<file path="src/pkg/psbd_pkg.sv">
// Constants, types and register map of the status-bit, bit-clear and
// decrement-and-branch execution block.
// Assumes byte-wide program memory and 9-bit data memory, both with one
// cycle of read latency on the CPU clock.
// Summary of operation
// - D9H/F9H, two bytes, write status bit 1
// - DBH/FBH, two bytes, write lookup bank bit 3
// - Bit clear zeroes one bit only
// - Short forms C8H/D8H, middle form D7H
// - Bit clear advances program counter 2 or 3
// - D7H form: 13-bit address, add three
// - 22H three bytes, bit0 selects form
// - Pointer register numbers 0 to 63 only
// - Plain form decrements byte at pointer
// - Nonzero result branches by 3 plus displacement
// - Zero result advances program counter by 3
// - Zero test uses low eight bits only
// - Ninth result bit copied to status bit 1
// - Missing ninth bit taken as one
// - C form adds C to pointer value
// - C register is signed eight bits
package psbd_pkg;

  localparam int PC_W = 17;
  localparam int DA_W = 16;
  localparam int DW_W = 9;

  // Opcodes and fixed operand values
  localparam logic [7:0] OPC_SET_BIT1  = 8'hF9;
  localparam logic [7:0] OPC_SET_BANK  = 8'hFB;
  localparam logic [7:0] CHG_SECOND    = 8'h06;
  localparam logic [4:0] CLR_LOW_HI5   = 5'h19;
  localparam logic [4:0] CLR_HIGH_HI5  = 5'h1B;
  localparam logic [7:0] OPC_CLR_MID   = 8'hD7;
  localparam logic [7:0] OPC_DEC_BR    = 8'h22;
  localparam logic [7:0] PAGE_LOW      = 8'h00;
  localparam logic [7:0] PAGE_HIGH     = 8'hFE;
  localparam int         SET_VAL_BIT   = 5;
  localparam int         CFORM_BIT     = 0;
  localparam int         OFFSET_BIT    = 7;

  // Instruction lengths
  localparam logic [1:0] LEN_SHORT = 2'h2;
  localparam logic [1:0] LEN_LONG  = 2'h3;

  // Status word
  localparam int               PSW_BIT1 = 1;
  localparam int               PSW_BANK = 3;
  localparam logic [7:0]       PSW_RST  = 8'h00;
  localparam logic [PC_W-1:0]  PC_RST   = 17'h00000;

  // Register byte offsets
  localparam logic [7:0] REG_CTRL   = 8'h00;
  localparam logic [7:0] REG_STATUS = 8'h04;
  localparam logic [7:0] REG_PC     = 8'h08;
  localparam logic [7:0] REG_PSW    = 8'h0C;
  localparam logic [7:0] REG_CREG   = 8'h10;
  localparam logic [7:0] REG_LASTOP = 8'h14;
  localparam int         CTRL_STEP  = 0;
  localparam int         CTRL_RUN   = 1;
  localparam int         STAT_BUSY  = 0;
  localparam int         STAT_ILL   = 1;

  typedef enum logic [1:0] {
    K_ILL  = 2'h0,
    K_PSW  = 2'h1,
    K_CLR  = 2'h2,
    K_DECBR = 2'h3
  } psbd_kind_e;

  typedef enum logic [3:0] {
    S_IDLE = 4'h0,
    S_F0   = 4'h1,
    S_F1   = 4'h2,
    S_F2   = 4'h3,
    S_F3   = 4'h4,
    S_EXE  = 4'h5,
    S_PLO  = 4'h6,
    S_PHI  = 4'h7,
    S_PTR  = 4'h8,
    S_TGT  = 4'h9,
    S_RD   = 4'hA,
    S_RDW  = 4'hB,
    S_WR   = 4'hC,
    S_DONE = 4'hD
  } psbd_state_e;

endpackage

</file>
<file path="src/pkg/psbd_alu_if.sv">
// Carrier between the sequencer and its decode/arithmetic unit.
// Assumes psbd_pkg is compiled first.
`timescale 1ns/1ps
interface psbd_alu_if;
  logic [7:0]                  op0;
  logic [7:0]                  op1;
  logic [7:0]                  op2;
  logic [psbd_pkg::PC_W-1:0]   pc;
  logic [7:0]                  creg;
  logic [psbd_pkg::DA_W-1:0]   ptr;
  logic [psbd_pkg::DW_W-1:0]   rdat;
  logic                        has8;
  psbd_pkg::psbd_kind_e        kind;
  logic [2:0]                  bitsel;
  logic                        setval;
  logic [1:0]                  len;
  logic [psbd_pkg::DA_W-1:0]   tgt;
  logic [psbd_pkg::DA_W-1:0]   ptr_addr;
  logic [psbd_pkg::PC_W-1:0]   pc_seq;
  logic [psbd_pkg::PC_W-1:0]   pc_br;
  logic [psbd_pkg::DW_W-1:0]   dec_res;
  logic [psbd_pkg::DW_W-1:0]   clr_res;
  logic                        dec_zero;

  modport core (output op0, op1, op2, pc, creg, ptr, rdat, has8,
                input  kind, bitsel, setval, len, tgt, ptr_addr, pc_seq, pc_br,
                       dec_res, clr_res, dec_zero);
  modport alu  (input  op0, op1, op2, pc, creg, ptr, rdat, has8,
                output kind, bitsel, setval, len, tgt, ptr_addr, pc_seq, pc_br,
                       dec_res, clr_res, dec_zero);
endinterface

</file>
<file path="src/psbd_alu.sv">
// Decode and arithmetic for the executed instruction group.
// Assumes the sequencer holds the three fetched bytes and read data stable.
`timescale 1ns/1ps
module psbd_alu (
  // Sequencer side
  psbd_alu_if.alu a
);
  import psbd_pkg::*;

  wire        chg_set   = (a.op0 == OPC_SET_BIT1) || (a.op0 == OPC_SET_BANK);
  wire        clr_low   = (a.op0[7:3] == CLR_LOW_HI5);
  wire        clr_high  = (a.op0[7:3] == CLR_HIGH_HI5);
  wire        clr_mid   = (a.op0 == OPC_CLR_MID);
  wire        is_psw    = (chg_set || clr_high) && (a.op1 == CHG_SECOND);
  wire        is_decbr  = (a.op0 == OPC_DEC_BR) && !a.op1[OFFSET_BIT];
  wire        cform     = a.op1[CFORM_BIT];
  wire [DW_W-1:0] val9  = a.has8 ? a.rdat : {1'b1, a.rdat[7:0]};
  wire [7:0]  bit_mask  = 8'h01 << a.bitsel;

  assign a.kind   = is_psw                        ? K_PSW  :
                    (clr_low || clr_high || clr_mid) ? K_CLR :
                    is_decbr                      ? K_DECBR : K_ILL;
  assign a.setval = a.op0[SET_VAL_BIT];
  assign a.bitsel = clr_mid ? a.op2[7:5] : a.op0[2:0];
  assign a.len    = (clr_mid || is_decbr) ? LEN_LONG : LEN_SHORT;
  assign a.tgt    = clr_mid  ? {3'h0, a.op2[4:0], a.op1} :
                    clr_high ? {PAGE_HIGH, a.op1} :
                    is_decbr ? a.ptr + (cform ? {{8{a.creg[7]}}, a.creg} : 16'h0000) :
                               {PAGE_LOW, a.op1};
  assign a.ptr_addr = {9'h000, a.op1[6:1], 1'b0};
  assign a.pc_seq   = a.pc + PC_W'(a.len);
  assign a.pc_br    = a.pc + PC_W'(LEN_LONG) + {{(PC_W-8){a.op2[7]}}, a.op2};
  assign a.dec_res  = val9 - 9'h001;
  assign a.dec_zero = (a.dec_res[7:0] == 8'h00);
  assign a.clr_res  = {a.rdat[8], a.rdat[7:0] & ~bit_mask};

endmodule

</file>
<file path="src/psbd_exec.sv">
// Execution sequencer with a classic Wishbone register slave.
// Assumes synchronous program and data memories on clk_i, one cycle of
// read latency, and dmem_has8_i valid with the read data.
`timescale 1ns/1ps
module psbd_exec #(
  parameter int ADR_W = 8
) (
  // Clock and reset
  input  wire logic                          clk_i,
  input  wire logic                          rst_i,
  // Wishbone slave
  input  wire logic                          wb_cyc_i,
  input  wire logic                          wb_stb_i,
  input  wire logic                          wb_we_i,
  input  wire logic [ADR_W-1:0]              wb_adr_i,
  input  wire logic [3:0]                    wb_sel_i,
  input  wire logic [31:0]                   wb_dat_i,
  output      logic [31:0]                   wb_dat_o,
  output      logic                          wb_ack_o,
  // Program memory
  output      logic [psbd_pkg::PC_W-1:0]     prog_addr_o,
  output      logic                          prog_rd_o,
  input  wire logic [7:0]                    prog_data_i,
  // Data memory and special registers
  output      logic [psbd_pkg::DA_W-1:0]     dmem_addr_o,
  output      logic                          dmem_rd_o,
  output      logic                          dmem_wr_o,
  output      logic [psbd_pkg::DW_W-1:0]     dmem_wdata_o,
  input  wire logic [psbd_pkg::DW_W-1:0]     dmem_rdata_i,
  input  wire logic                          dmem_has8_i
);
  import psbd_pkg::*;

  psbd_state_e       st;
  logic [PC_W-1:0]   pc;
  logic [7:0]        psw;
  logic [7:0]        creg;
  logic [7:0]        op0;
  logic [7:0]        op1;
  logic [7:0]        op2;
  logic [DA_W-1:0]   ptr;
  logic [DW_W-1:0]   rdat_q;
  logic              has8_q;
  logic              run;
  logic              illegal;

  psbd_alu_if alu_bus ();

  psbd_alu u_alu (
    .a (alu_bus.alu)
  );

  assign alu_bus.op0  = op0;
  assign alu_bus.op1  = op1;
  assign alu_bus.op2  = op2;
  assign alu_bus.pc   = pc;
  assign alu_bus.creg = creg;
  assign alu_bus.ptr  = ptr;
  assign alu_bus.rdat = rdat_q;
  assign alu_bus.has8 = has8_q;

  function automatic logic [31:0] wb_merge(input logic [31:0] old_v,
                                           input logic [31:0] new_v,
                                           input logic [3:0]  sel);
    logic [31:0] r;
    r = old_v;
    for (int i = 0; i < 4; i++) begin
      if (sel[i]) begin
        r[8*i +: 8] = new_v[8*i +: 8];
      end
    end
    return r;
  endfunction

  // Bus decode
  wire [7:0]  reg_off  = {wb_adr_i[7:2], 2'h0};
  wire        bus_req  = wb_cyc_i && wb_stb_i;
  wire        bus_wr   = bus_req && wb_we_i && wb_ack_o;
  wire        hit_ctrl = (reg_off == REG_CTRL);
  wire        hit_stat = (reg_off == REG_STATUS);
  wire        hit_pc   = (reg_off == REG_PC);
  wire        hit_psw  = (reg_off == REG_PSW);
  wire        hit_creg = (reg_off == REG_CREG);
  wire        hit_last = (reg_off == REG_LASTOP);
  wire        idle     = (st == S_IDLE);
  wire [31:0] ctrl_new = wb_merge(32'h00000000, wb_dat_i, wb_sel_i);
  wire [31:0] pc_new   = wb_merge({15'h0000, pc}, wb_dat_i, wb_sel_i);
  wire [31:0] psw_new  = wb_merge({24'h000000, psw}, wb_dat_i, wb_sel_i);
  wire [31:0] creg_new = wb_merge({24'h000000, creg}, wb_dat_i, wb_sel_i);
  wire        step_req = bus_wr && hit_ctrl && ctrl_new[CTRL_STEP];
  wire        ill_evt  = (st == S_EXE) && (alu_bus.kind == K_ILL);
  wire        ill_clr  = bus_wr && hit_stat && ctrl_new[STAT_ILL];
  // Software may not move state under a running instruction
  wire        sw_pc    = bus_wr && hit_pc && idle;
  wire        sw_psw   = bus_wr && hit_psw && idle;
  wire        sw_creg  = bus_wr && hit_creg && idle;
  wire        go       = step_req || run;
  wire [31:0] rd_word  = hit_ctrl ? {30'h00000000, run, 1'b0} :
                         hit_stat ? {30'h00000000, illegal, !idle} :
                         hit_pc   ? {15'h0000, pc} :
                         hit_psw  ? {24'h000000, psw} :
                         hit_creg ? {24'h000000, creg} :
                         hit_last ? {8'h00, op0, op1, op2} : 32'h00000000;

  // Wishbone answer, one wait state
  always_ff @(posedge clk_i) begin
    if (rst_i) begin
      wb_ack_o <= 1'b0;
      wb_dat_o <= 32'h00000000;
    end else begin
      wb_ack_o <= bus_req && !wb_ack_o;
      wb_dat_o <= rd_word;
    end
  end

  // Run flag, illegal flag (set wins over clear), C register
  always_ff @(posedge clk_i) begin
    if (rst_i) begin
      run     <= 1'b0;
      illegal <= 1'b0;
      creg    <= 8'h00;
    end else begin
      if (ill_evt) begin
        run <= 1'b0;
      end else if (bus_wr && hit_ctrl && wb_sel_i[0]) begin
        run <= ctrl_new[CTRL_RUN];
      end
      if (ill_evt) begin
        illegal <= 1'b1;
      end else if (ill_clr) begin
        illegal <= 1'b0;
      end
      if (sw_creg) begin
        creg <= creg_new[7:0];
      end
    end
  end

  // Instruction sequencer
  always_ff @(posedge clk_i) begin
    if (rst_i) begin
      st           <= S_IDLE;
      pc           <= PC_RST;
      psw          <= PSW_RST;
      op0          <= 8'h00;
      op1          <= 8'h00;
      op2          <= 8'h00;
      ptr          <= 16'h0000;
      rdat_q       <= 9'h000;
      has8_q       <= 1'b0;
      prog_addr_o  <= PC_RST;
      prog_rd_o    <= 1'b0;
      dmem_addr_o  <= 16'h0000;
      dmem_rd_o    <= 1'b0;
      dmem_wr_o    <= 1'b0;
      dmem_wdata_o <= 9'h000;
    end else begin
      unique case (st)
        S_IDLE: begin
          if (go) begin
            st          <= S_F0;
            prog_addr_o <= pc;
            prog_rd_o   <= 1'b1;
          end
          if (sw_pc) begin
            pc <= pc_new[PC_W-1:0];
          end
          if (sw_psw) begin
            psw <= psw_new[7:0];
          end
        end
        // Always fetch three bytes; the extra read is harmless
        S_F0: begin
          prog_addr_o <= pc + PC_W'(1);
          st          <= S_F1;
        end
        S_F1: begin
          op0         <= prog_data_i;
          prog_addr_o <= pc + PC_W'(LEN_SHORT);
          st          <= S_F2;
        end
        S_F2: begin
          op1       <= prog_data_i;
          prog_rd_o <= 1'b0;
          st        <= S_F3;
        end
        S_F3: begin
          op2 <= prog_data_i;
          st  <= S_EXE;
        end
        S_EXE: begin
          unique case (alu_bus.kind)
            K_PSW: begin
              psw[alu_bus.bitsel] <= alu_bus.setval;
              pc                  <= alu_bus.pc_seq;
              st                  <= S_DONE;
            end
            K_CLR: begin
              dmem_addr_o <= alu_bus.tgt;
              dmem_rd_o   <= 1'b1;
              st          <= S_RD;
            end
            K_DECBR: begin
              dmem_addr_o <= alu_bus.ptr_addr;
              dmem_rd_o   <= 1'b1;
              st          <= S_PLO;
            end
            K_ILL: begin
              st <= S_IDLE;
            end
          endcase
        end
        S_PLO: begin
          dmem_addr_o <= alu_bus.ptr_addr + 16'h0001;
          st          <= S_PHI;
        end
        S_PHI: begin
          ptr[7:0]  <= dmem_rdata_i[7:0];
          dmem_rd_o <= 1'b0;
          st        <= S_PTR;
        end
        S_PTR: begin
          ptr[15:8] <= dmem_rdata_i[7:0];
          st        <= S_TGT;
        end
        S_TGT: begin
          dmem_addr_o <= alu_bus.tgt;
          dmem_rd_o   <= 1'b1;
          st          <= S_RD;
        end
        S_RD: begin
          dmem_rd_o <= 1'b0;
          st        <= S_RDW;
        end
        S_RDW: begin
          rdat_q <= dmem_rdata_i;
          has8_q <= dmem_has8_i;
          st     <= S_WR;
        end
        S_WR: begin
          dmem_wr_o <= 1'b1;
          st        <= S_DONE;
          if (alu_bus.kind == K_DECBR) begin
            dmem_wdata_o    <= alu_bus.dec_res;
            psw[PSW_BIT1]   <= alu_bus.dec_res[8];
            pc <= alu_bus.dec_zero ? alu_bus.pc_seq : alu_bus.pc_br;
          end else begin
            dmem_wdata_o <= alu_bus.clr_res;
            pc           <= alu_bus.pc_seq;
          end
        end
        S_DONE: begin
          dmem_wr_o <= 1'b0;
          if (run) begin
            st          <= S_F0;
            prog_addr_o <= pc;
            prog_rd_o   <= 1'b1;
          end else begin
            st <= S_IDLE;
          end
        end
        default: begin
          st <= S_IDLE;
        end
      endcase
    end
  end
endmodule

</file>
<file path="config.mk">
export PLATFORM = sky130hd
export DESIGN_NAME = psbd_exec
export DESIGN_NICKNAME = d
export VERILOG_FILES = /design/src/pkg/psbd_pkg.sv /design/src/pkg/psbd_alu_if.sv /design/src/psbd_alu.sv /design/src/psbd_exec.sv
export SDC_FILE = /design/constraint.sdc
export NUM_CORES = 1
export LEC_CHECK = 0
export ABC_AREA = 1
export BUFFER_PORTS_ARGS = -buffer_cell sky130_fd_sc_hd__buf_2
export CAP_MARGIN = 30
export CORE_ASPECT_RATIO = 1.75
export CORE_MARGIN = 8
export CORE_UTILIZATION = 45
export DETAILED_ROUTE_END_ITERATION = 7
export PLACE_DENSITY_LB_ADDON = 0.3
export SLEW_MARGIN = 5
export SYNTH_ARGS = -nofsm -noshare
export SYNTH_HDL_FRONTEND = slang
export SYNTH_SLANG_ARGS = --single-unit
</file>
<file path="constraint.sdc">
create_clock -name clk_i -period 3.4 [get_ports clk_i]
set_input_delay 0.51 -clock clk_i [delete_from_list [all_inputs] [get_ports clk_i]]
set_output_delay 0.51 -clock clk_i [all_outputs]
set_load 0.05 [all_outputs]
</file>
==> results of run 1 <==
-- registers in the layout, summed over array words and instances, names as in the netlist --
signal and flops:
wb_dat_o 24, alu_bus.pc 17, prog_addr_o 17, alu_bus.ptr 16
dmem_addr_o 16, alu_bus.rdat 9, dmem_wdata_o 9, alu_bus.creg 8
alu_bus.op0 8, alu_bus.op1 8, alu_bus.op2 8, psw 8
st 4, alu_bus.has8 1, dmem_rd_o 1, dmem_wr_o 1
illegal 1, prog_rd_o 1, run 1, wb_ack_o 1
-- layer usage --
layer / up-vias / routed length, microns
met3: 162 / 1670
met1: 5043 / 12000
met2: 389 / 19900
met4: 0 / 2760
li1: 5235 / -
met5: - / 0
-- kinds of logic (layout without fill, tap and decap cells) --
family | after synthesis | after routing | synth area share [%]
other | 1 | 8 | 0.0375
AO/OA/AOI/OAI | 384 | 384 | 20.6
adder cells (fa/ha/maj) | 54 | 54 | 6.91
flip-flops | 159 | 159 | 31.8
XOR/XNOR | 43 | 43 | 3.77
AND/OR/NAND/NOR | 626 | 626 | 27.0
buffers and inverters | 243 | 361 | 9.81
-- worst reg2reg max path, stage by stage (launching register included) --
cell	delay, ns
dfxtp_1	0.36
inv_1	0.10
nor4_1	0.34
nand3_1	0.18
o311ai_1	0.14
nand2_1	0.21
inv_1	0.12
ha_1	0.30
buf_4	0.20
inv_1	0.19
a21oi_4	0.29
inv_1	0.12
nand2_2	0.16
inv_1	0.08
o211ai_1	0.11
a21oi_1	0.10
-- power breakdown --
part | switching, mW | internal (mW)
Clock | 0.839 | 1.13
Sequential | 0.119 | 2.00
Combinational | 0.971 | 0.359
Total | 1.93 | 3.48
-- what timing repair did --
| action | CTS | global route |
|---|---|---|
| endpoints found under the setup margin | 0 | 14 |
| resized for setup | 0 | 4 |
| buffers inserted | 0 | 4 |
-- placed cells by master, fill, tap and decap left out, drive strengths merged --
| cell | count |
|---|---|
| o22ai | 30 |
| a32oi | 2 |
| o311ai | 1 |
| dfxtp | 159 |
| a22oi | 3 |
| a31oi | 6 |
| and2 | 1 |
| nand4 | 14 |
| o2bb2ai | 2 |
| nand2 | 298 |
| nor2 | 174 |
| fa | 2 |
| a21o | 1 |
| nor4 | 6 |
| ha | 52 |
| bufinv | 2 |
| a21boi | 2 |
| a21oi | 169 |
| xnor2 | 11 |
| nand3b | 7 |
| o21bai | 1 |
| clkinvlp | 3 |
| a221oi | 1 |
| conb | 8 |
| clkbuf | 21 |
| nand3 | 102 |
| nor3 | 20 |
| nor3b | 1 |
| o2111ai | 3 |
| xor2 | 32 |
| o211ai | 4 |
| clkinv | 5 |
| o21ai | 155 |
| buf | 143 |
| o211a | 3 |
| a211oi | 1 |
| or2 | 3 |
| inv | 187 |
-- area by class of cell --
type	count	share of cell area, %
Tap cell	296	3.22
Sequential cell	159	27.7
Multi-Input combinational cell	1115	51.0
Clock buffer	21	4.00
Clock inverter	11	1.14
Inverter	186	6.07
Timing Repair Buffer	143	6.87
-- through the flow --
step | area, sq um | hold slack, ns | cells | power [mW] | setup WS [ns]
after floorplan | 10000 | 0.430 | 1517 | 3.06 | 0.787
after global placement | 10900 | 0.444 | 1895 | 3.45 | 0.284
after detailed placement | 10900 | 0.446 | 1895 | 3.46 | 0.221
after CTS | 11500 | 0.294 | 1927 | 5.40 | 0.102
after global routing | 11500 | 0.309 | 1931 | 5.61 | 0.0202
final | 11500 | 0.291 | 1931 | 5.41 | 0.251
-- final timing paths --
check,slack [ns],startpoint,endpoint
setup reg to reg,0.25,alu_bus.op0[1]$_SDFFE_PP0P_,dmem_addr_o[7]$_SDFFE_PP0P_
setup / recovery,0.25,alu_bus.op0[1]$_SDFFE_PP0P_,dmem_addr_o[7]$_SDFFE_PP0P_
hold / removal,0.29,dmem_rdata_i[8],alu_bus.rdat[8]$_SDFFE_PP0P_
hold reg to reg,0.45,alu_bus.has8$_SDFFE_PP0P_,alu_bus.has8$_SDFFE_PP0P_
==> summary.txt, run 1 <==
Outcome -> complete, no violations
Drt initial violations -> 901
Worst Hold Depth -> 3
DR vias -> 10829
Worst path bufs/invs -> 6
WS Path Type -> reg -> reg
Share of cells above drive strength 1 -> 13.0%
Gpl congestion -> 0.980
Via density -> 5.61
Asr flop ratio synth -> 0%
Seq cells post-synth -> 159
Fin. max-slew vios -> 0
M3 GR Usage -> 4.20%
GRT busiest layer -> met2
Clock Sink Count -> 159
Crit start category -> flop
Largest net degree at the start of global routing -> 36
CP peak stage delay -> 0.36 ns
Width of the die -> 129 microns
Area leader, netlist -> dfxtp_1
# IOs -> 145
Synth Instances -> 1510
Max Clk Rate -> 318 MHz
CTS tree -> done
Mapped Area -> 0.0100 sq mm
# DRC -> 0
Final worst path period share -> 92.6%
# fillers -> 2274
Most frequent cells after synthesis -> nand2_1 (294), inv_1 (171), a21oi_1 (167)
Cell Chain, Critical Path -> inv_1, nor4_1, nand3_1, o311ai_1, nand2_1, inv_1, ha_1, buf_4, inv_1, a21oi_4, inv_1, nand2_2, inv_1, o211ai_1, a21oi_1
Final hold violations -> 0
Initial antenna violation count -> 0
Crit path max-delay family -> simple AND/OR/NAND/NOR gates
Tmin final -> 3.15 ns
I/O Buffers -> 118
Reg area -> 0.00318 sq mm
Worst Skew -> 0.0119 ns
Root Driver -> clkbuf_16
Fin util -> 52.4%
CP Capture Type -> flop
Met2 usage -> 50.9%
P&R area growth vs syn -> 15.1%
Slowest CP cell -> dfxtp_1
Synth Flop Type -> dfxtp_1
HPWL after DPL -> 28.6 mm
Arr. time, crit path -> 3.45 ns
Fin nets -> 1743
H-Tree Depth -> 4
Row count -> 72
Worst-path maximum fanout -> 8
# hold bufs at CTS -> 0
Syn. warnings -> 0
Yosys cell types -> 52
Crit path depth -> 15
Area of the multi-input gates -> 0.00587 sq mm
Top cell by count, worst path -> inv_1
M1 GR Usage -> 23.6%
Initial core utilization -> 45.5%
Final Setup Violations -> 0
First-pass GRT wire length -> 55.7 mm
CTS Buffer Depth -> 2
Worst min path class -> in -> reg
P per Cell Area -> 470 mW/mm^2
Max VDD drop -> 285 uV
Antenna viol nets, final -> 0
Vias in the first global route -> 10840
Worst slew pin tran -> 0.969 ns
Core ar. -> 0.0220 sq mm
RSZ-0062 raised after global routing -> false
Max cap viols -> 0
CP required -> 3.71 ns
Ant diodes -> 0
Clk_lat worst skew -> 0.45 ns
Leak pwr -> 5.37 nW
Total die area -> 0.0274 sq mm
R2R cell count -> 15
TritonRoute pass-1 iters -> 8
Post-synth EDFFs -> 0
Top-area cell type share of the netlist area -> 31.8%
Fin Setup TNS -> 0 ns
Die height -> 213 microns
Avg Cell Area, Syn -> 6.62 sq um
Area contributors post-synth -> dfxtp_1 (32%), nand2_1 (11%), a21oi_1 (8.4%)
GRT Util Overall -> 26.5%
Slew HR -> 35.2%
Register area share after synthesis -> 31.8%
WL final -> 36.3 mm
WL/cell -> 18.8 microns
Top-count cell post-synth -> nand2_1
Grt ovf -> 0
Clock slew at the register clock pins of the worst setup and hold paths -> 0.07 ns
CTS buffer count -> 17
Note: power is estimated with default switching activity, not from simulation.
==> run 2, diff against run 1 <==
- CORE_UTILIZATION: 45 -> 58
- REMOVE_ABC_BUFFERS: default -> 1
==> run 2 against run 1 <==
Net effect: first-iteration DRC count down 3.9%; power down 0.63%; non-clock buffer count down 3; combinational power about the same; clock skew about the same; clock power about the same; cell count down 3.6%; worst hold slack better by 0.020 ns; sequential share of layout area up 0.27 points; sequential cell count unchanged.
==> summary.txt, run 2 (same netlist as run 1, synthesis figures left out) <==
Outcome -> complete, no violations
Drt initial violations -> 866 (-3.9%)
Die height -> 190 microns (-11%)
CTS tree -> done
Grt ovf -> 0 (unchanged)
TritonRoute pass-1 iters -> 7 (-1)
Max VDD drop -> 427 uV (+50%)
# DRC -> 0 (unchanged)
Max Clk Rate -> 321 MHz (+0.97%)
Width of the die -> 115 microns (-10%)
Largest Register -> wb_dat_o
R2r endpoint -> psw[1]$_SDFFE_PP0P_
WL final -> 34.7 mm (-4.5%)
P&R area growth vs syn -> 13.9%
WS Path Type -> reg -> reg
Vias in the first global route -> 10767 (-0.67%)
Share of cells above drive strength 1 -> 12.6% (-0.40 points)
Fin nets -> 1740 (-0.17%)
Place WS -> 0.362 ns (+0.141 ns)
Most common cell after layout, fill and taps aside -> nand2_1
WL/cell -> 18.6 microns (-0.87%)
Hold path startpoint -> dmem_rdata_i[8]
Final worst path period share -> 91.7% (-0.89 points)
DR top layer -> met4
Via density -> 5.86 (+4.5%)
Root Driver -> clkbuf_16
Clk_lat worst skew -> 0.43 ns (-0.02 ns)
WL met1 -> 11.5 mm (-4.6%)
CTS buffer count -> 17 (unchanged)
Reg area -> 0.00318 sq mm (about the same)
# IOs -> 145 (unchanged)
Final Setup Violations -> 0 (unchanged)
Post-CTS resize count -> 0 (unchanged)
Row count -> 63 (-13%)
Hold EP -> alu_bus.rdat[8]$_SDFFE_PP0P_
Initial antenna violation count -> 2 (+2)
# fillers -> 1587 (-30%)
Total die area -> 0.0219 sq mm (-20%)
Worst min path class -> in -> reg
First-pass GRT wire length -> 53.8 mm (-3.5%)
R2R cell count -> 13 (-2)
Initial core utilization -> 59.0% (+14 points)
Arr. time, crit path -> 3.43 ns (-0.02 ns)
PnR worst setup slack -> 0.281 ns (+0.0301 ns)
Leak pwr -> 5.35 nW (-0.22%)
Fin Setup TNS -> 0 ns (unchanged)
Worst r2r src -> alu_bus.op0[5]$_SDFFE_PP0P_
WL met2 -> 18.0 mm (-9.2%)
Met3 wire len -> 2.11 mm (+27%)
Worst Skew -> 0.0123 ns (+0.000342 ns)
Reg-to-reg slack, setup -> 0.28 ns (+0.03 ns)
Crit start category -> flop
Post-CTS Setup Bufs -> 0 (unchanged)
Slew HR -> 38.5% (+3.3 points)
Clock slew at the register clock pins of the worst setup and hold paths -> 0.06 ns (about the same)
RSZ-0062 raised after global routing -> false
P per Cell Area -> 472 mW/mm^2 (+0.38%)
CTS Buffer Depth -> 2 (unchanged)
HPWL after DPL -> 26.6 mm (-7.0%)
Top Registers -> wb_dat_o: 24 flops, alu_bus.pc: 17 flops, prog_addr_o: 17 flops
GRT Util Overall -> 31.9% (+5.3 points)
Core ar. -> 0.0169 sq mm (-23%)
Leading cell types in the layout, fill and taps excluded -> nand2_1 (294), inv_1 (171), a21oi_1 (167)
Worst Hold Depth -> 3 (unchanged)
DR vias -> 10901 (+0.66%)
Tmin final -> 3.12 ns (-0.0301 ns)
CP Capture Type -> flop
Clock Sink Count -> 159 (unchanged)
Max cap viols -> 0 (unchanged)
I/O Buffers -> 118 (unchanged)
Final hold violations -> 0 (unchanged)
Area of the multi-input gates -> 0.00586 sq mm (-0.17%)
CP required -> 3.71 ns (about the same)
Worst slew pin tran -> 0.919 ns (-0.0497 ns)
Gpl congestion -> 1.01 (+3.4%)
H-Tree Depth -> 4 (unchanged)
Number of flip-flops in the largest register -> 24 (unchanged)
Antenna viol nets, final -> 0 (unchanged)
Worst-path maximum fanout -> 21 (+13)
Largest net degree at the start of global routing -> 109 (+200%)
# hold bufs at CTS -> 0 (unchanged)
Fin. max-slew vios -> 0 (unchanged)
[run 2: per-stage QoR]
step / utilization [%] / hold WS (ns) / cells / power, mW / area (sq um)
after global routing: 67.2 / 0.327 / 1861 / 5.58 / 11400
after detailed placement: 63.7 / 0.451 / 1827 / 3.44 / 10800
after global placement: 63.7 / 0.444 / 1827 / 3.41 / 10800
final: 67.2 / 0.311 / 1861 / 5.38 / 11400
after CTS: 67.2 / 0.311 / 1859 / 5.35 / 11400
after floorplan: - / 0.432 / 1460 / 3.02 / 9740
[run 2: layer usage]
| metal | vias up | global-route usage (%) |
|---|---|---|
| met5 | - | 0 |
| met3 | 193 | 6.10 |
| li1 | 5221 | - |
| met1 | 4984 | 29.5 |
| met2 | 503 | 57.9 |
| met4 | 0 | 27.8 |
[run 2: worst max path at each step]
stage	slack [ns]	end	from
after floorplan	0.49	dmem_addr_o[7]$_SDFFE_PP0P_	alu_bus.op0[5]$_SDFFE_PP0P_
final	0.28	psw[1]$_SDFFE_PP0P_	alu_bus.op0[5]$_SDFFE_PP0P_
after CTS	0.34	dmem_addr_o[13]$_SDFFE_PP0P_	alu_bus.op0[5]$_SDFFE_PP0P_
after detailed placement	0.36	dmem_addr_o[13]$_SDFFE_PP0P_	alu_bus.op0[5]$_SDFFE_PP0P_
after global placement	0.45	dmem_addr_o[7]$_SDFFE_PP0P_	alu_bus.op0[5]$_SDFFE_PP0P_
after global routing	0.01	dmem_addr_o[4]$_SDFFE_PP0P_	alu_bus.op0[3]$_SDFFE_PP0P_
[run 2: layout make-up]
cell class                 count  area share (%)
multi-input combinational   1115            51.5
tap                          227            2.49
clock buffer                  22            3.99
timing repair buffer         140            6.74
antenna                        2          0.0439
clock inverter                10            1.21
inverter                     186            6.13
sequential                   159            27.9
[run 2: power by group]
part	leakage, nW	switching, mW	total, mW	internal, mW
Sequential	1.28	0.111	2.11	2.00
Combinational	3.78	0.968	1.32	0.351
Clock	0.284	0.779	1.95	1.17
Total	5.35	1.86	5.38	3.52
[run 2: critical path, stage by stage, from the launching register on]
cell	delay [ns]
dfxtp_1	0.45
inv_1	0.14
nor4_1	0.32
nand3_1	0.21
o311ai_0	0.14
nand2_1	0.20
inv_1	0.12
ha_1	0.31
buf_4	0.34
nor2_1	0.24
a21oi_1	0.17
nand4_1	0.13
nor3_1	0.15
a21oi_1	0.08
